[config.mk]
export PLATFORM = sky130hd
export DESIGN_NAME = scr_sysctl
export DESIGN_NICKNAME = d
export VERILOG_FILES = /design/src/core/scr_pkg.sv /design/src/core/scr_pin_filter.sv /design/src/core/scr_sysctl.sv
export SDC_FILE = /design/constraint.sdc
export NUM_CORES = 1
export LEC_CHECK = 0
export BUFFER_PORTS_ARGS = -buffer_cell sky130_fd_sc_hd__buf_2
export CAP_MARGIN = 20
export CELL_PAD_IN_SITES_DETAIL_PLACEMENT = 1
export CELL_PAD_IN_SITES_GLOBAL_PLACEMENT = 2
export CORE_UTILIZATION = 37
export CTS_BUF_LIST = sky130_fd_sc_hd__clkbuf_8
export CTS_CLUSTER_DIAMETER = 80
export DETAILED_ROUTE_END_ITERATION = 16
export PLACE_DENSITY_LB_ADDON = 0.1
export SLEW_MARGIN = 10
export SYNTH_ARGS = -nofsm -noshare
export SYNTH_HDL_FRONTEND = slang
export SYNTH_SLANG_ARGS = --single-unit
[constraint.sdc]
create_clock -name clk_i -period 9.27 [get_ports clk_i]
set_input_delay 2.3175 -clock clk_i [delete_from_list [all_inputs] [get_ports clk_i]]
set_output_delay 2.3175 -clock clk_i [all_outputs]
set_load 0.01 [all_outputs]
[src/core/scr_pkg.sv]
// Shared constants, types and helpers of the system clock, reset and power control block
package scr_pkg;

  // Register offsets (byte addresses, one 32-bit word each)
  localparam logic [7:0] SCR_PLL_CTRL_OFS  = 8'h00;
  localparam logic [7:0] SCR_PLL_CFG_OFS   = 8'h04;
  localparam logic [7:0] SCR_PLL_STAT_OFS  = 8'h08;
  localparam logic [7:0] SCR_PWR_CTRL_OFS  = 8'h0c;
  localparam logic [7:0] SCR_PERIPH_OFS    = 8'h10;
  localparam logic [7:0] SCR_PCLK_DIV_OFS  = 8'h14;
  localparam logic [7:0] SCR_MEMMAP_OFS    = 8'h18;
  localparam logic [7:0] SCR_EXT_MODE_OFS  = 8'h1c;
  localparam logic [7:0] SCR_EXT_FLAG_OFS  = 8'h20;
  localparam logic [7:0] SCR_EXT_WAKE_OFS  = 8'h24;
  localparam logic [7:0] SCR_EXT_PEN_OFS   = 8'h28;
  localparam logic [7:0] SCR_EXT_ROUTE_OFS = 8'h2c;
  localparam logic [7:0] SCR_RST_STAT_OFS  = 8'h30;

  // Field positions
  localparam int SCR_PLL_EN_BIT    = 0;
  localparam int SCR_PLL_CONN_BIT  = 1;
  localparam int SCR_CFG_DIV_LSB   = 5;
  localparam int SCR_PWR_IDLE_BIT  = 0;
  localparam int SCR_PWR_PD_BIT    = 1;
  localparam int SCR_EXT_POL_LSB   = 4;
  localparam int SCR_STAT_EN_BIT   = 8;
  localparam int SCR_STAT_LOCK_BIT = 10;
  localparam int SCR_STAT_SEL_BIT  = 11;
  localparam int SCR_STAT_OK_BIT   = 12;
  localparam int SCR_PWR_STATE_LSB = 8;

  // Sizes and reset values
  localparam int               SCR_EXT_PINS     = 9;
  localparam int               SCR_EXT_LINES    = 4;
  localparam int               SCR_PERIPHS      = 16;
  localparam logic [15:0]      SCR_PERIPH_RST   = 16'hffff;
  localparam logic [1:0]       SCR_PCLK_DIV_RST = 2'h0;
  localparam logic             SCR_MEMMAP_RST   = 1'b0;
  localparam logic [31:0]      SCR_RESET_VECTOR = 32'h0000_0000;

  // Frequency limits in MHz, and the largest multiplier
  localparam int SCR_PLL_IN_MIN  = 10;
  localparam int SCR_PLL_IN_MAX  = 25;
  localparam int SCR_PLL_OUT_MIN = 10;
  localparam int SCR_PLL_OUT_MAX = 60;
  localparam int SCR_LOOP_MIN    = 156;
  localparam int SCR_LOOP_MAX    = 320;
  localparam int SCR_MULT_SW_MAX = 6;

  // Timing
  localparam int SCR_CLK_PERIOD_NS = 10;
  localparam int SCR_GLITCH_NS     = 50;
  localparam int SCR_GLITCH_CYC    = (SCR_GLITCH_NS + SCR_CLK_PERIOD_NS - 1) / SCR_CLK_PERIOD_NS;
  localparam int SCR_WAKE_CYC      = 4096;
  localparam int SCR_SWITCH_GAP    = 4;

  typedef enum logic [1:0] {
    SCR_PCLK_QUARTER = 2'h0,
    SCR_PCLK_FULL    = 2'h1,
    SCR_PCLK_HALF    = 2'h2
  } scr_pclk_e;

  typedef enum logic [6:0] {
    SCR_ST_RESET = 7'h01,
    SCR_ST_OSC   = 7'h02,
    SCR_ST_COUNT = 7'h04,
    SCR_ST_FLASH = 7'h08,
    SCR_ST_RUN   = 7'h10,
    SCR_ST_IDLE  = 7'h20,
    SCR_ST_PDOWN = 7'h40
  } scr_state_e;

  // Multiplier is stored minus one; divider code p gives divide by 2 << p
  typedef struct packed {
    logic [1:0] div_p;
    logic [4:0] mult_m1;
  } scr_pll_cfg_s;

  function automatic logic scr_pll_ok(input int osc_mhz, input scr_pll_cfg_s cfg);
    int mult;
    int fout;
    int floop;
    mult = int'(cfg.mult_m1) + 1;
    fout = osc_mhz * mult;
    floop = fout * (2 << cfg.div_p);
    return (osc_mhz >= SCR_PLL_IN_MIN) && (osc_mhz <= SCR_PLL_IN_MAX) &&
           (fout >= SCR_PLL_OUT_MIN) && (fout <= SCR_PLL_OUT_MAX) &&
           (floop >= SCR_LOOP_MIN) && (floop <= SCR_LOOP_MAX) && (mult <= SCR_MULT_SW_MAX);
  endfunction : scr_pll_ok

  function automatic logic [31:0] scr_merge(input logic [31:0] old_v, input logic [31:0] new_v,
                                            input logic [3:0] sel);
    logic [31:0] res;
    res = old_v;
    for (int i = 0; i < 4; i++) begin
      if (sel[i]) begin
        res[i*8 +: 8] = new_v[i*8 +: 8];
      end
    end
    return res;
  endfunction : scr_merge

endpackage : scr_pkg

[src/core/scr_pin_filter.sv]
// Two-stage synchroniser and glitch filter for the external reset pin
`timescale 1ns/100ps
module scr_pin_filter
  import scr_pkg::*;
(
  input  wire logic clk_i,
  input  wire logic rst_i,
  input  wire logic ce_i,
  input  wire logic pin_i,
  output logic      level_o
);

  logic       sync1_r;
  logic       sync2_r;
  logic       level_r;
  logic [3:0] stable_r;

  always_ff @(posedge clk_i) begin
    if (rst_i) begin
      sync1_r <= 1'b0;
      sync2_r <= 1'b0;
    end else if (ce_i) begin
      sync1_r <= pin_i;
      sync2_r <= sync1_r;
    end
  end

  // Level only follows after it has stood unchanged for the whole filter window
  always_ff @(posedge clk_i) begin
    if (rst_i) begin
      level_r  <= 1'b0;
      stable_r <= 4'h0;
    end else if (ce_i) begin
      if (sync2_r == level_r) begin
        stable_r <= 4'h0;
      end else if (stable_r == 4'(SCR_GLITCH_CYC - 1)) begin
        level_r  <= sync2_r;
        stable_r <= 4'h0;
      end else begin
        stable_r <= stable_r + 4'h1;
      end
    end
  end

  assign level_o = level_r;

endmodule : scr_pin_filter

[src/core/scr_sysctl.sv]
// System clock, reset sequencing and power control with a Wishbone register slave
`timescale 1ns/100ps
module scr_sysctl
  import scr_pkg::*;
#(
  parameter int OSC_MHZ = 12
) (
  input  wire logic                     clk_i,
  input  wire logic                     rst_i,
  input  wire logic                     ce_i,
  input  wire logic                     wb_cyc_i,
  input  wire logic                     wb_stb_i,
  input  wire logic                     wb_we_i,
  input  wire logic [7:0]               wb_adr_i,
  input  wire logic [3:0]               wb_sel_i,
  input  wire logic [31:0]              wb_dat_i,
  output logic      [31:0]              wb_dat_o,
  output logic                          wb_ack_o,
  input  wire logic                     reset_pin_n_i,
  input  wire logic                     wdt_rst_i,
  input  wire logic                     osc_ok_i,
  input  wire logic                     flash_done_i,
  input  wire logic                     irq_i,
  input  wire logic [SCR_EXT_PINS-1:0]  ext_pin_i,
  input  wire logic                     pll_lock_i,
  output logic                          sys_rst_o,
  output logic      [31:0]              reset_vector_o,
  output logic                          flash_init_o,
  output logic                          osc_en_o,
  output logic                          pll_run_o,
  output scr_pll_cfg_s                  pll_cfg_o,
  output logic                          cclk_sel_pll_o,
  output logic                          cclk_gate_o,
  output logic                          cpu_run_o,
  output logic                          pclk_en_o,
  output logic      [SCR_PERIPHS-1:0]   periph_pwr_o,
  output logic                          vec_ram_o,
  output logic      [SCR_EXT_LINES-1:0] ext_irq_o
);

  scr_state_e                   state_r;
  scr_pll_cfg_s                 pll_cfg_r;
  logic                         pll_en_r;
  logic                         pll_conn_r;
  logic                         idle_req_r;
  logic                         pd_req_r;
  logic [SCR_PERIPHS-1:0]       periph_r;
  logic [1:0]                   pclk_div_r;
  logic                         memmap_r;
  logic [7:0]                   ext_mode_r;
  logic [SCR_EXT_LINES-1:0]     ext_flag_r;
  logic [SCR_EXT_LINES-1:0]     ext_wake_r;
  logic [SCR_EXT_PINS-1:0]      ext_pen_r;
  logic [2*SCR_EXT_PINS-1:0]    ext_route_r;
  logic [SCR_EXT_LINES-1:0]     ext_line_prev_r;
  logic [1:0]                   rst_stat_r;
  logic [12:0]                  wake_cnt_r;
  logic                         from_pd_r;
  logic                         sys_rst_r;
  logic                         cur_sel_r;
  logic                         gate_r;
  logic [2:0]                   gap_cnt_r;
  logic [1:0]                   pclk_cnt_r;
  logic                         ack_r;
  logic [31:0]                  rdata_r;
  logic [SCR_EXT_PINS-1:0]      ext_s1_r;
  logic [SCR_EXT_PINS-1:0]      ext_s2_r;
  logic                         lock_s1_r;
  logic                         lock_s2_r;
  logic                         osc_s1_r;
  logic                         osc_s2_r;
  logic                         pin_level;
  logic                         chip_rst;
  logic                         reg_rst;
  logic                         wr_stb;
  logic [31:0]                  wdata;
  logic [7:0]                   w1c_data;
  logic [31:0]                  rd_nxt;
  logic [SCR_EXT_LINES-1:0]     line_lvl;
  logic [SCR_EXT_LINES-1:0]     line_evt;
  logic                         want_pll;
  logic                         wake_evt;
  logic                         pclk_tick;

  scr_pin_filter u_pin_filter (
    .clk_i   (clk_i),
    .rst_i   (rst_i),
    .ce_i    (ce_i),
    .pin_i   (reset_pin_n_i),
    .level_o (pin_level)
  );

  assign chip_rst = ~pin_level | wdt_rst_i;
  assign reg_rst  = rst_i | chip_rst;

  always_ff @(posedge clk_i) begin
    if (rst_i) begin
      ext_s1_r  <= '0;
      ext_s2_r  <= '0;
      lock_s1_r <= 1'b0;
      lock_s2_r <= 1'b0;
      osc_s1_r  <= 1'b0;
      osc_s2_r  <= 1'b0;
    end else if (ce_i) begin
      ext_s1_r  <= ext_pin_i;
      ext_s2_r  <= ext_s1_r;
      lock_s1_r <= pll_lock_i;
      lock_s2_r <= lock_s1_r;
      osc_s1_r  <= osc_ok_i;
      osc_s2_r  <= osc_s1_r;
    end
  end

  // Wishbone slave: one wait state, ack for one cycle, unmapped reads zero
  assign wr_stb   = wb_cyc_i & wb_stb_i & wb_we_i & ~ack_r;
  assign wb_ack_o = ack_r;
  assign wb_dat_o = rdata_r;

  always_comb begin
    rd_nxt = 32'h0;
    case (wb_adr_i)
      SCR_PLL_CTRL_OFS:  rd_nxt = {30'h0, pll_conn_r, pll_en_r};
      SCR_PLL_CFG_OFS:   rd_nxt = {25'h0, pll_cfg_r};
      SCR_PLL_STAT_OFS:  begin
        rd_nxt = {25'h0, pll_cfg_r};
        rd_nxt[SCR_STAT_EN_BIT]     = pll_en_r;
        rd_nxt[SCR_STAT_EN_BIT + 1] = pll_conn_r;
        rd_nxt[SCR_STAT_LOCK_BIT]   = lock_s2_r;
        rd_nxt[SCR_STAT_SEL_BIT]    = cur_sel_r;
        rd_nxt[SCR_STAT_OK_BIT]     = scr_pll_ok(OSC_MHZ, pll_cfg_r);
      end
      SCR_PWR_CTRL_OFS:  begin
        rd_nxt = {30'h0, pd_req_r, idle_req_r};
        rd_nxt[SCR_PWR_STATE_LSB +: 7] = state_r;
      end
      SCR_PERIPH_OFS:    rd_nxt = {16'h0, periph_r};
      SCR_PCLK_DIV_OFS:  rd_nxt = {30'h0, pclk_div_r};
      SCR_MEMMAP_OFS:    rd_nxt = {31'h0, memmap_r};
      SCR_EXT_MODE_OFS:  rd_nxt = {24'h0, ext_mode_r};
      SCR_EXT_FLAG_OFS:  rd_nxt = {28'h0, ext_flag_r};
      SCR_EXT_WAKE_OFS:  rd_nxt = {28'h0, ext_wake_r};
      SCR_EXT_PEN_OFS:   rd_nxt = {23'h0, ext_pen_r};
      SCR_EXT_ROUTE_OFS: rd_nxt = {14'h0, ext_route_r};
      SCR_RST_STAT_OFS:  rd_nxt = {30'h0, rst_stat_r};
      default:           rd_nxt = 32'h0;
    endcase
  end

  always_ff @(posedge clk_i) begin
    if (rst_i) begin
      ack_r   <= 1'b0;
      rdata_r <= 32'h0;
    end else if (ce_i) begin
      ack_r   <= wb_cyc_i & wb_stb_i & ~ack_r;
      if (wb_cyc_i & wb_stb_i & ~wb_we_i & ~ack_r) begin
        rdata_r <= rd_nxt;
      end
    end
  end

  assign wdata = scr_merge(rd_nxt, wb_dat_i, wb_sel_i);
  // Clear masks must not merge in the live flags of unselected lanes
  assign w1c_data = wb_dat_i[7:0] & {8{wb_sel_i[0]}};

  // PLL off and bypassed after any chip reset
  always_ff @(posedge clk_i) begin
    if (reg_rst) begin
      pll_en_r   <= 1'b0;
      pll_conn_r <= 1'b0;
      pll_cfg_r  <= '0;
    end else if (ce_i && wr_stb) begin
      if (wb_adr_i == SCR_PLL_CTRL_OFS) begin
        pll_en_r   <= wdata[SCR_PLL_EN_BIT];
        pll_conn_r <= wdata[SCR_PLL_CONN_BIT];
      end
      if (wb_adr_i == SCR_PLL_CFG_OFS) begin
        pll_cfg_r.mult_m1 <= wdata[4:0];
        // Divide 2, 4, 8 or 16
        pll_cfg_r.div_p   <= wdata[SCR_CFG_DIV_LSB +: 2];
      end
    end
  end

  // Mode requests clear themselves once the mode is left
  always_ff @(posedge clk_i) begin
    if (reg_rst) begin
      idle_req_r <= 1'b0;
      pd_req_r   <= 1'b0;
    end else if (ce_i) begin
      if (wr_stb && wb_adr_i == SCR_PWR_CTRL_OFS) begin
        idle_req_r <= wdata[SCR_PWR_IDLE_BIT];
        pd_req_r   <= wdata[SCR_PWR_PD_BIT];
      end else begin
        if (state_r == SCR_ST_IDLE && (irq_i || ext_flag_r != '0)) begin
          idle_req_r <= 1'b0;
        end
        if (state_r == SCR_ST_PDOWN && wake_evt) begin
          pd_req_r <= 1'b0;
        end
      end
    end
  end

  always_ff @(posedge clk_i) begin
    if (reg_rst) begin
      periph_r    <= SCR_PERIPH_RST;
      pclk_div_r  <= SCR_PCLK_DIV_RST;
      memmap_r    <= SCR_MEMMAP_RST;
      ext_mode_r  <= '0;
      ext_wake_r  <= '0;
      ext_pen_r   <= '0;
      ext_route_r <= '0;
    end else if (ce_i && wr_stb) begin
      case (wb_adr_i)
        SCR_PERIPH_OFS:    periph_r    <= wdata[SCR_PERIPHS-1:0];
        SCR_PCLK_DIV_OFS:  pclk_div_r  <= wdata[1:0];
        SCR_MEMMAP_OFS:    memmap_r    <= wdata[0];
        SCR_EXT_MODE_OFS:  ext_mode_r  <= wdata[7:0];
        SCR_EXT_WAKE_OFS:  ext_wake_r  <= wdata[SCR_EXT_LINES-1:0];
        SCR_EXT_PEN_OFS:   ext_pen_r   <= wdata[SCR_EXT_PINS-1:0];
        SCR_EXT_ROUTE_OFS: ext_route_r <= wdata[2*SCR_EXT_PINS-1:0];
        default:           ;
      endcase
    end
  end

  // Route nine pins onto four lines, with polarity
  always_comb begin
    line_lvl = '0;
    for (int p = 0; p < SCR_EXT_PINS; p++) begin
      if (ext_pen_r[p] && ext_s2_r[p]) begin
        line_lvl[ext_route_r[2*p +: 2]] = 1'b1;
      end
    end
    line_lvl = line_lvl ^ ~ext_mode_r[SCR_EXT_POL_LSB +: SCR_EXT_LINES];
  end

  // Edge mode flags on rising active edge, level mode while active
  assign line_evt = (ext_mode_r[SCR_EXT_LINES-1:0] & line_lvl & ~ext_line_prev_r) |
                    (~ext_mode_r[SCR_EXT_LINES-1:0] & line_lvl);

  // Set wins over a write-one clear in the same cycle
  always_ff @(posedge clk_i) begin
    if (reg_rst) begin
      ext_flag_r      <= '0;
      ext_line_prev_r <= '0;
    end else if (ce_i) begin
      ext_line_prev_r <= line_lvl;
      if (wr_stb && wb_adr_i == SCR_EXT_FLAG_OFS) begin
        ext_flag_r <= (ext_flag_r & ~w1c_data[SCR_EXT_LINES-1:0]) | line_evt;
      end else begin
        ext_flag_r <= ext_flag_r | line_evt;
      end
    end
  end

  // Reset cause survives chip reset; only power-on reset or a write-one clear clears it
  always_ff @(posedge clk_i) begin
    if (rst_i) begin
      rst_stat_r <= 2'h0;
    end else if (ce_i) begin
      if (wr_stb && wb_adr_i == SCR_RST_STAT_OFS) begin
        rst_stat_r <= (rst_stat_r & ~w1c_data[1:0]) | {wdt_rst_i, ~pin_level};
      end else begin
        rst_stat_r <= rst_stat_r | {wdt_rst_i, ~pin_level};
      end
    end
  end

  // Only an enabled external line or a chip reset ends power-down
  assign wake_evt = (ext_flag_r & ext_wake_r) != '0;

  always_ff @(posedge clk_i) begin
    if (rst_i) begin
      state_r    <= SCR_ST_RESET;
      wake_cnt_r <= 13'h0;
      from_pd_r  <= 1'b0;
    end else if (ce_i) begin
      if (chip_rst) begin
        // Any reset restarts the wake-up timer
        state_r    <= SCR_ST_RESET;
        wake_cnt_r <= 13'h0;
        from_pd_r  <= 1'b0;
      end else begin
        case (state_r)
          SCR_ST_RESET: state_r <= SCR_ST_OSC;
          SCR_ST_OSC: begin
            wake_cnt_r <= 13'h0;
            if (osc_s2_r) begin
              state_r <= SCR_ST_COUNT;
            end
          end
          SCR_ST_COUNT: begin
            wake_cnt_r <= wake_cnt_r + 13'h1;
            if (wake_cnt_r == 13'(SCR_WAKE_CYC - 1)) begin
              state_r <= from_pd_r ? SCR_ST_RUN : SCR_ST_FLASH;
            end
          end
          SCR_ST_FLASH: if (flash_done_i) begin
            state_r <= SCR_ST_RUN;
          end
          SCR_ST_RUN: begin
            from_pd_r <= 1'b0;
            if (pd_req_r) begin
              state_r <= SCR_ST_PDOWN;
            end else if (idle_req_r) begin
              state_r <= SCR_ST_IDLE;
            end
          end
          SCR_ST_IDLE: if (irq_i || ext_flag_r != '0) begin
            state_r <= SCR_ST_RUN;
          end
          SCR_ST_PDOWN: if (wake_evt) begin
            state_r   <= SCR_ST_OSC;
            from_pd_r <= 1'b1;
          end
          default: state_r <= SCR_ST_RESET;
        endcase
      end
    end
  end

  // Wake from power-down keeps state, so it holds the processor without resetting it
  always_ff @(posedge clk_i) begin
    if (rst_i) begin
      sys_rst_r <= 1'b1;
    end else if (ce_i) begin
      sys_rst_r <= chip_rst || state_r == SCR_ST_RESET || state_r == SCR_ST_FLASH ||
                   ((state_r == SCR_ST_OSC || state_r == SCR_ST_COUNT) && !from_pd_r);
    end
  end

  // PLL only when enabled, connected and locked
  assign want_pll = pll_en_r & pll_conn_r & lock_s2_r & (state_r != SCR_ST_PDOWN);

  // Gate off, switch, then gate on
  always_ff @(posedge clk_i) begin
    if (reg_rst) begin
      cur_sel_r <= 1'b0;
      gate_r    <= 1'b1;
      gap_cnt_r <= 3'h0;
    end else if (ce_i) begin
      if (gate_r) begin
        gap_cnt_r <= 3'h0;
        if (want_pll != cur_sel_r) begin
          gate_r <= 1'b0;
        end
      end else if (gap_cnt_r == 3'(SCR_SWITCH_GAP - 1)) begin
        gap_cnt_r <= 3'h0;
        if (want_pll != cur_sel_r) begin
          cur_sel_r <= want_pll;
        end else begin
          gate_r <= 1'b1;
        end
      end else begin
        gap_cnt_r <= gap_cnt_r + 3'h1;
      end
    end
  end

  // Peripheral clock tick at full, half or quarter rate
  always_comb begin
    case (pclk_div_r)
      SCR_PCLK_FULL: pclk_tick = 1'b1;
      SCR_PCLK_HALF: pclk_tick = pclk_cnt_r[0];
      default:       pclk_tick = pclk_cnt_r == 2'h3;
    endcase
  end

  always_ff @(posedge clk_i) begin
    if (reg_rst) begin
      pclk_cnt_r <= 2'h0;
      pclk_en_o  <= 1'b0;
    end else if (ce_i) begin
      if (state_r == SCR_ST_PDOWN || !gate_r) begin
        pclk_en_o <= 1'b0;
      end else begin
        pclk_cnt_r <= pclk_cnt_r + 2'h1;
        pclk_en_o  <= pclk_tick;
      end
    end
  end

  assign sys_rst_o      = sys_rst_r;
  assign reset_vector_o = SCR_RESET_VECTOR;
  assign flash_init_o   = state_r == SCR_ST_FLASH;
  assign osc_en_o       = state_r != SCR_ST_PDOWN;
  assign pll_run_o      = pll_en_r & (state_r != SCR_ST_PDOWN);
  // Loop settings driven to the analog PLL
  assign pll_cfg_o      = pll_cfg_r;
  assign cclk_sel_pll_o = cur_sel_r;
  assign cclk_gate_o    = gate_r & (state_r != SCR_ST_PDOWN);
  assign cpu_run_o      = ~sys_rst_r & (state_r == SCR_ST_RUN) & gate_r;
  // Peripheral power straight from the register in every state, held while clocks are stopped
  assign periph_pwr_o   = periph_r;
  assign vec_ram_o      = memmap_r;
  assign ext_irq_o      = ext_flag_r;

endmodule : scr_sysctl

==> impl_metrics.toml, run 1 <==
[floorplan]
die_y_um = 165
ios = 166
fp.dieW_um = 165
core_um2 = 26000
start_util = 0.376
rows = 59
design.die.area_um2 = 27100

[sta]
slew_violations = 0
final_hold_viol_count = 0
finalCritPeriodShare = 0.782
tns_ns = 0
relSlewSlack = 0.304
timing.hold.ws_ns = 0.464
grt_setup_unrepaired = "false"
worst_slew_pin_slew_ns = 1.04
period_needed_ns = 7.25
setup_viol = 0
skew_ns = 0.0176
max_freq_mhz = 138

[synthesis]
yosysMostFrequentCell = "nor2_1"
synth-seq-cells = 157
avgSynthCellArea_um2 = 8.25
yosysTopAreaCellShare = 0.322
synth-main-ff-cell = "dfxtp_1"
synth_edf_count = 0
synthesis.area_um2 = 9770
synth_largest_area_cell = "dfxtp_1"
synth.area.top_cells = "dfxtp_1 (32%), mux2i_1 (8.3%), ha_1 (6.8%)"
synth_warnings = 0
ys_seq_area_frac = 0.322
synth_cell_types = 76
synthTopCellsByCount = "nor2_1 (176), dfxtp_1 (157), nand2_1 (111), mux2i_1 (81), nand3_1 (71)"
synth_cells = 1185
async_reset_ff_frac = 0

[place]
dpl.hpwl_mm = 23.1
place_congestion = 0.802
io_buffer_count = 104

[detailed_routing]
drc = 0
drt_iter0_drc = 359
totalWireLength_mm = 30.7
routed_via_density = 5.39
dr.pass1.iters = 5
wl_per_cell_um = 19.1
vias = 8661
ant_nets = 0

[cts]
ctsHoldBuffers = 0
root_buffer = "clkbuf_8"
cts.clk_slew.worst_paths_ns = 0.10
cts_buffer_depth = 2
cts_tree = "built"
cts-buffers-inserted = 17
clkLatencyLatePin_ns = 0.47
htreeDepth = 4
cts_resized = 0
cts_setup_buffers = 0
clkSinkCount = 157

[setup_path]
start_kind = "flip-flop"
cp_max_fo = 13
rr_worst_depth = 22
startpoint = "pll_cfg_o[0]$_SDFFE_PP0P_"
path_class = "flip-flop to flip-flop"
cp.arrival_ns = 7.62
r2r-end = "ext_route_r[12]$_SDFFE_PP0P_"
endpoint_kind = "flip-flop"
rrSetupSlack_ns = 2.02
crit_required_ns = 9.65
reg2reg_from = "pll_cfg_o[0]$_SDFFE_PP0P_"

[cells_and_area]
regArea_um2 = 3140
multi_input_area_um2 = 5990
fill_cells = 3208
drive_above_1_share = 0.139
fin_nets = 1392
syn2layout_area_growth_pct = 10.2
antennaDiodeCount = 0

[power]
power_per_cell_area_nw_per_um2 = 119
p_leak_nw = 4.80
ir_drop_mv = 0.101

[job]
cap_violations = 0

[worst_hold_path]
worstHoldStart = "wb_dat_o[16]$_SDFFE_PP0P_"
hp-class = "flip-flop to flip-flop"
hold_end = "wb_dat_o[16]$_SDFFE_PP0P_"
hold_depth = 2

[global_routing]
grt_max_degree = 71
global_route.usage.total = 0.232
first_global_vias = 8596
grt_pass1_wl_mm = 47.9
grt_overflow = 0
antenna_found_initial = 1

[status]
status = "finished, final reports clean"
## layout make-up
type | instances | area share
clock inverters | 14 | 0.0119
inverters | 58 | 0.0202
well taps | 335 | 0.0389
repair buffers | 116 | 0.0574
flip-flops and latches | 157 | 0.292
multi-input cells | 910 | 0.557
clock buffers | 18 | 0.0230
## how the worst max path moves through the flow
| stage | end | cells past startpoint |
|---|---|---|
| 6_report | ext_route_r[12]$_SDFFE_PP0P_ | 22 |
| 5_1_grt | ext_route_r[12]$_SDFFE_PP0P_ | 22 |
| 4_1_cts | ext_route_r[12]$_SDFFE_PP0P_ | 22 |
| 3_5_place_dp | ext_route_r[12]$_SDFFE_PP0P_ | 22 |
| 3_3_place_gp | ext_route_r[12]$_SDFFE_PP0P_ | 22 |
| 2_1_floorplan | ext_route_r[12]$_SDFFE_PP0P_ | 24 |
## sequential cells by signal, indices dropped and copies added (netlist names), 3 cells and up
name and flops:
ext_route_r 18, gap_cnt_r 3, ext_mode_r 8, periph_pwr_o 16, ext_s1_r 9, ext_wake_r 4
u_pin_filter.stable_r 4, ext_line_prev_r 4, state_r 7, wake_cnt_r 13, ext_irq_o 4, pll_cfg_o 7
wb_dat_o 18, ext_pen_r 9, ext_s2_r 9
## kinds of logic (layout without fill, tap and decap cells)
group	count (synthesis)	after routing	synth area share
XOR/XNOR	29	29	0.0260
adder cells (fa/ha/maj)	67	67	0.0965
AO/OA/AOI/OAI	167	167	0.121
multiplexers	87	87	0.0924
other	1	46	0.000384
flip-flops	157	157	0.322
buffers and inverters	163	206	0.0842
AND/OR/NAND/NOR	514	514	0.258
## routing by layer
metal  share of wire  wire length [µm]  GRT usage
met5               0                 0          0
met4           0.017               515     0.0646
met3           0.036              1090     0.0326
met2            0.45             13800      0.372
met1            0.50             15300      0.322
## power breakdown
part | leakage (nW) | switching, W | internal, W
registers | 1.27 | 0.00000720 | 0.000682
logic | 3.34 | 0.0000552 | 0.0000307
clock network | 0.192 | 0.000307 | 0.000204
total | 4.80 | 0.000369 | 0.000917
## critical path, stage by stage, from the launching register on
cell and delay (ns):
dfxtp_1 0.67, ha_1 0.31, nand3_1 0.11, xnor2_1 0.33
inv_1 0.15, ha_1 0.35, o21ai_0 0.13, nor3_1 0.25
mux2i_1 0.12, nor2_1 0.56, nor2_1 0.12, ha_1 0.30
inv_1 0.05, fa_1 0.49, inv_1 0.05, fa_1 0.47
ha_1 0.31, ha_1 0.40, or3_1 0.40, a221oi_1 0.34
nor4bb_1 0.79, a41oi_1 0.24, o31ai_1 0.22
## stage by stage
step | util | setup WS (ns) | total power (W) | instance area, µm² | std cells
6_report | 0.414 | 2.02 | 0.00129 | 10800 | 1608
3_3_place_gp | 0.399 | 2.10 | 0.000790 | 10400 | 1575
4_1_cts | 0.414 | 1.97 | 0.00130 | 10800 | 1608
2_1_floorplan | - | 3.42 | 0.000771 | 9940 | 1230
5_1_grt | 0.414 | 1.70 | 0.00133 | 10800 | 1608
3_5_place_dp | 0.400 | 1.99 | 0.000792 | 10400 | 1576
## cell usage in the layout, fill, tap and decap left out, drive strengths merged, types with 5 or more instances in the layout
| cell type | count |
|---|---|
| nor2 | 176 |
| dfxtp | 157 |
| buf | 116 |
| nand2 | 111 |
| mux2i | 84 |
| nand3 | 71 |
| inv | 66 |
| ha | 53 |
| a21oi | 49 |
| conb | 46 |
| nor3 | 32 |
| nand2b | 22 |
| xor2 | 18 |
| clkbuf | 18 |
| and3 | 17 |
| o21ai | 15 |
| nand4 | 14 |
| a211oi | 14 |
| fa | 14 |
| xnor2 | 11 |
| o211ai | 11 |
| and2 | 11 |
| nor4 | 10 |
| nor2b | 9 |
| o22ai | 7 |
| nand4b | 7 |
| a221o | 7 |
| a22o | 6 |
| a22oi | 6 |
| a32oi | 6 |
| o21a | 6 |
| nor4b | 6 |
| and3b | 5 |
| nor3b | 5 |
| clkinv | 5 |
| a221oi | 5 |
(Power assumes the default switching activity.)
==> run 2: changes to the inputs <==
- ABC_AREA: default -> 1
- CORE_UTILIZATION: 37 -> 29
- clock period: 9.27 -> 6.1 ns (I/O delays scaled with it)
==> run 2 against run 1 <==
Clock power grew 62%. Die area grew 29%. Critical path depth up 9. Register-to-register slack worse by 1.6 ns. Final cell count up 26%. Sequential share of layout area down 1.1 points. First-iteration DRC count is 25% higher. Total power up 57%. Utilization down 8.2 points. Design area is 3.9% higher. Maximum frequency is 28% higher. Hold slack got worse by 0.0063 ns. Critical endpoint is now periph_pwr_o[12]$_SDFFE_PP1P_.
==> impl_metrics.toml, run 2 <==
[synthesis]
synth_warnings = 0
synth.area.top_cells = "dfxtp_1 (32%), nand2_1 (9.8%), inv_1 (8.3%)"
synth-seq-cells = 157
synthAdderAreaFrac = 0.0951
synth_edf_count = 0
synth_cells = 1467
synthTopCellsByCount = "nand2_1 (260), inv_1 (219), nor2_1 (184), dfxtp_1 (157), o21ai_0 (128)"
synth_largest_area_cell = "dfxtp_1"
synth_compound_area_frac = 0.162
synthSimpleGateAreaFrac = 0.276
synthesis.area_um2 = 9920
async_reset_ff_frac = 0
synth-main-ff-cell = "dfxtp_1"
synth_cell_types = 50
synth_top_family_by_area = "simple AND/OR/NAND/NOR gates"
yosysMostFrequentCell = "nand2_1"
synth_mux_area_frac = 0.00101
yosys.area_share.xor_xnor = 0.00795
ys_seq_area_frac = 0.317
avgSynthCellArea_um2 = 6.76
yosysTopAreaCellShare = 0.317

[cells_and_area]
mostFrequentLayoutCell = "nand2_1"
most-common-layout-cells = "nand2_1 (258), inv_1 (219), nor2_1 (183)"
syn2layout_area_growth_pct = 12.8
regArea_um2 = 3140
fill_cells = 4337
multi_input_area_um2 = 5580
drive_above_1_share = 0.128
fin_nets = 1695
antennaDiodeCount = 0

[detailed_routing]
dr.pass1.iters = 5
wl_per_cell_um = 17.7
totalWireLength_mm = 35.9
routed_via_density = 4.73
drt_iter0_drc = 448
vias = 9570
drc = 0
ant_nets = 0

[cts]
cts_tree = "built"
clkLatencyLatePin_ns = 0.48
cts.clk_slew.worst_paths_ns = 0.09
cts_buffer_depth = 2
htreeDepth = 4
root_buffer = "clkbuf_8"
cts_setup_buffers = 0
ctsHoldBuffers = 0
clkSinkCount = 157
cts_resized = 0
cts-buffers-inserted = 17

[sta]
worst_slew_pin_slew_ns = 0.882
period_needed_ns = 5.67
timing.hold.ws_ns = 0.457
setup_viol = 0
max_freq_mhz = 176
finalCritPeriodShare = 0.929
relSlewSlack = 0.412
grt_setup_unrepaired = "false"
skew_ns = 0.0116
final_hold_viol_count = 0
slew_violations = 0
tns_ns = 0

[power]
ir_drop_mv = 0.114
power_per_cell_area_nw_per_um2 = 181
total_power_w = 0.00202
p_leak_nw = 5.14

[global_routing]
grt_overflow = 0
grt_most_used_layer = "met2"
global_route.usage.total = 0.209
grt_pass1_wl_mm = 56.2
grt_max_degree = 63
first_global_vias = 9523
grt_use_met1 = 0.303
met2_usage = 0.329
antenna_found_initial = 0
use_met3 = 0.0265

[place]
dpl.hpwl_mm = 28.0
place_congestion = 0.839
io_buffer_count = 104

[setup_path]
path_delay_family = "adder cells"
start_kind = "flip-flop"
path_class = "flip-flop to flip-flop"
rr_worst_depth = 31
path_buf_inv = 8
crit_path_top_delay_cell = "fa_1"
reg2reg_from = "pll_cfg_o[1]$_SDFFE_PP0P_"
max_stage_delay_ns = 0.56
rrSetupSlack_ns = 0.43
cp.arrival_ns = 6.07
endpoint_kind = "flip-flop"
cp_max_fo = 7
r2r-end = "periph_pwr_o[12]$_SDFFE_PP1P_"
crit_top_cell = "inv_1"
crit_required_ns = 6.50

[worst_hold_path]
worstHoldStart = "gap_cnt_r[2]$_SDFFE_PP0P_"
hold_depth = 2
hp-class = "flip-flop to flip-flop"
hold_end = "gap_cnt_r[2]$_SDFFE_PP0P_"

[floorplan]
rows = 67
design.die.area_um2 = 34900
fp.dieW_um = 187
start_util = 0.295
ios = 166
core_um2 = 33600
die_y_um = 187

[status]
status = "finished, final reports clean"

[job]
cap_violations = 0
==> run 2: cell count changes in the layout (fill, tap and decap cells not counted), sizes merged, moves of 12 or more <==
cell / delta
inv: +162
nand2: +155
o21ai: +129
mux2i: -83
a21oi: +69
nor2: +24
nand2b: -22
and3: -17
a211oi: -12
==> run 2: cell type report <==
cell class                 instances  share of cell area
sequential                       157               0.281
tap                              448              0.0501
timing repair buffer             121              0.0586
clock inverter                    13              0.0126
clock buffer                      19              0.0234
inverter                         227              0.0761
multi-input combinational       1039               0.498
==> run 2: per-layer routing <==
layer | vias to the layer above | part of all wire
met5 | - | 0
met4 | 0 | 0.011
met3 | 20 | 0.025
met2 | 129 | 0.44
met1 | 4582 | 0.53
li1 | 4839 | -
==> run 2: metrics by stage <==
stage	worst slack, ns	cells	cell area (µm²)	util
3_5_place_dp	0.291	1991	10800	0.320
2_1_floorplan	1.03	1512	10100	-
3_3_place_gp	0.411	1991	10800	0.320
4_1_cts	0.242	2023	11200	0.332
6_report	0.432	2024	11200	0.333
5_1_grt	0.00365	2024	11200	0.333
==> run 2: how the worst max path moves through the flow <==
stage | startpoint | end | slack (ns) | depth (start not counted)
after CTS | pll_cfg_o[0]$_SDFFE_PP0P_ | periph_pwr_o[12]$_SDFFE_PP1P_ | 0.24 | 30
after detailed placement | pll_cfg_o[0]$_SDFFE_PP0P_ | periph_pwr_o[12]$_SDFFE_PP1P_ | 0.29 | 30
after floorplan | pll_cfg_o[0]$_SDFFE_PP0P_ | periph_pwr_o[12]$_SDFFE_PP1P_ | 1.03 | 31
after global routing | pll_cfg_o[0]$_SDFFE_PP0P_ | periph_pwr_o[12]$_SDFFE_PP1P_ | 0.004 | 33
after global placement | pll_cfg_o[0]$_SDFFE_PP0P_ | periph_pwr_o[12]$_SDFFE_PP1P_ | 0.41 | 31
final | pll_cfg_o[1]$_SDFFE_PP0P_ | periph_pwr_o[12]$_SDFFE_PP1P_ | 0.43 | 31
==> run 2: kinds of logic (layout without fill, tap and decap cells) <==
| group | count (synthesis) | count (layout) |
|---|---|---|
| mux | 1 | 1 |
| fa+ha+maj | 67 | 67 |
| xor+xnor | 9 | 9 |
| simple gates | 616 | 616 |
| flops | 157 | 157 |
| buf+inv | 316 | 380 |
| other cells | 1 | 46 |
| compound gates | 300 | 300 |
==> run 2: tightest hold or removal path, cell delays in order, from the launching register on <==
cell     delay [ns]
dfxtp_1        0.32
nand2_1        0.06
nor2_1         0.04
==> run 2: report_power, final <==
group / switching (W) / internal, W / leakage (nW)
Combinational: 0.0000999 / 0.0000400 / 3.66
Clock: 0.000441 / 0.000387 / 0.203
Sequential: 0.0000141 / 0.00104 / 1.27
==> run 3: changes to the inputs <==
- GPL_TIMING_DRIVEN: default -> 0
==> run 3 against run 2 <==
Die area is the same. Clock skew is 0.016 ns higher. Global-route usage rose by 0.77 points. Worst setup slack worse by 0.0045 ns. Sequential share of layout area decreased by 1.0 points. Routed wire length is 4.7% higher. Clock-buffer cell count shrank 2. Non-clock buffer count rose by 73. Clock power about the same. Critical path depth did not move. First-iteration DRC count is 0.45% lower. Combinational power grew 21%. Critical path type unchanged. Largest cell class unchanged.
==> impl_metrics.toml, run 3 (synthesis gave the netlist of run 2 again) <==
[status]
status = "finished, final reports clean"

[setup_path]
cp_max_fo = 9
startpoint = "pll_cfg_o[0]$_SDFFE_PP0P_"
crit_required_ns = 6.51
rrSetupSlack_ns = 0.43
max_stage_delay_ns = 0.54
crit_path_top_delay_cell = "fa_1"
start_kind = "flip-flop"
cp.arrival_ns = 6.09
reg2reg_from = "pll_cfg_o[0]$_SDFFE_PP0P_"
endpoint_kind = "flip-flop"
path_class = "flip-flop to flip-flop"

[global_routing]
antenna_found_initial = 0
first_global_vias = 9749
grt_overflow = 0
grt_max_degree = 17
grt_pass1_wl_mm = 57.8
global_route.usage.total = 0.217

[cells_and_area]
fin_nets = 1768
antennaDiodeCount = 0
syn2layout_area_growth_pct = 17.3
fill_cells = 4407
mostFrequentLayoutCell = "nand2_1"
drive_above_1_share = 0.149
most-common-layout-cells = "nand2_1 (259), inv_1 (218), nor2_1 (184)"

[place]
io_buffer_count = 102
place_congestion = 0.859
dpl.hpwl_mm = 30.3
place_ws_ns = -0.207

[power]
power_per_cell_area_nw_per_um2 = 177
p_leak_nw = 5.40
ir_drop_mv = 0.126

[cts]
clkLatencyLatePin_ns = 0.49
cts_buffer_depth = 2
root_buffer = "clkbuf_8"
clkSinkCount = 157
ctsHoldBuffers = 0
cts-buffers-inserted = 17
cts_tree = "built"
htreeDepth = 4
cts.clk_slew.worst_paths_ns = 0.10

[floorplan]
start_util = 0.295
rows = 67
fp.dieW_um = 187
core_um2 = 33600
die_y_um = 187
ios = 166
design.die.area_um2 = 34900

[sta]
worst_slew_pin_slew_ns = 0.806
period_needed_ns = 5.67
setup_viol = 0
setup_ws_ns = 0.427
final_hold_viol_count = 0
max_freq_mhz = 176
timing.hold.ws_ns = 0.458
slew_violations = 0
skew_ns = 0.0273
relSlewSlack = 0.463
tns_ns = 0
finalCritPeriodShare = 0.930

[detailed_routing]
drc = 0
dr.pass1.iters = 4
ant_nets = 0
vias = 9945
drt_iter0_drc = 446
routed_via_density = 4.74
wl_per_cell_um = 17.9
totalWireLength_mm = 37.6

[job]
cap_violations = 0

[worst_hold_path]
worstHoldStart = "gap_cnt_r[2]$_SDFFE_PP0P_"
hp-class = "flip-flop to flip-flop"
==> run 3: path summary, 6_finish.rpt <==
check / endpoint / depth (start not counted)
max: periph_pwr_o[12]$_SDFFE_PP1P_ / 31
min: gap_cnt_r[2]$_SDFFE_PP0P_ / 2
max reg2reg: periph_pwr_o[12]$_SDFFE_PP1P_ / 31
min reg2reg: gap_cnt_r[2]$_SDFFE_PP0P_ / 2
==> run 3: cell type report <==
type,count,area (µm²),share of cell area
timing repair buffer,105,533,0.0458
multi-input combinational,1039,5600,0.481
sequential,157,3150,0.271
tap,448,561,0.0482
buffer,89,539,0.0464
clock buffer,17,234,0.0201
clock inverter,14,158,0.0136
inverter,227,856,0.0736
==> run 3: where the power goes <==
part / total, W / internal, W / leakage, nW / switching (W)
clock: 0.000829 / 0.000370 / 0.202 / 0.000459
combinational: 0.000170 / 0.0000613 / 3.93 / 0.000109
sequential: 0.00106 / 0.00104 / 1.28 / 0.0000154
total: 0.00206 / 0.00147 / 5.40 / 0.000583
==> run 3: per-layer routing <==
layer	part of all wire	global-route usage	routed length [µm]
met2	0.47	0.370	17700
met4	0.015	0.0504	557
met3	0.028	0.0289	1060
met5	0	0	0
met1	0.49	0.288	18300
==> run 3: what timing repair did <==
action | CTS | global route
pin swaps | 0 | 0
gates resized for setup | 4 | 8
buffers inserted | 0 | 3
setup endpoints to repair | 3 | 3
==> run 3: per-stage QoR <==
stage / power, W / std cells / utilization / instance area, µm²
floorplan: 0.00118 / 1512 / - / 10100
global placement: 0.00125 / 2062 / 0.332 / 11200
detailed placement: 0.00125 / 2062 / 0.332 / 11200
CTS: 0.00208 / 2093 / 0.344 / 11600
global route: 0.00214 / 2096 / 0.346 / 11600
finish: 0.00206 / 2096 / 0.346 / 11600
==> run 3: worst max-delay path: cells and delay by family (launching register included) <==
kind	cells	cell delay (ns)
XOR/XNOR	1	0.08
buffers and inverters	8	0.68
AND/OR/NAND/NOR	13	1.28
flip-flops	1	0.45
adder cells (fa/ha/maj)	7	2.78
AO/OA/AOI/OAI	2	0.34
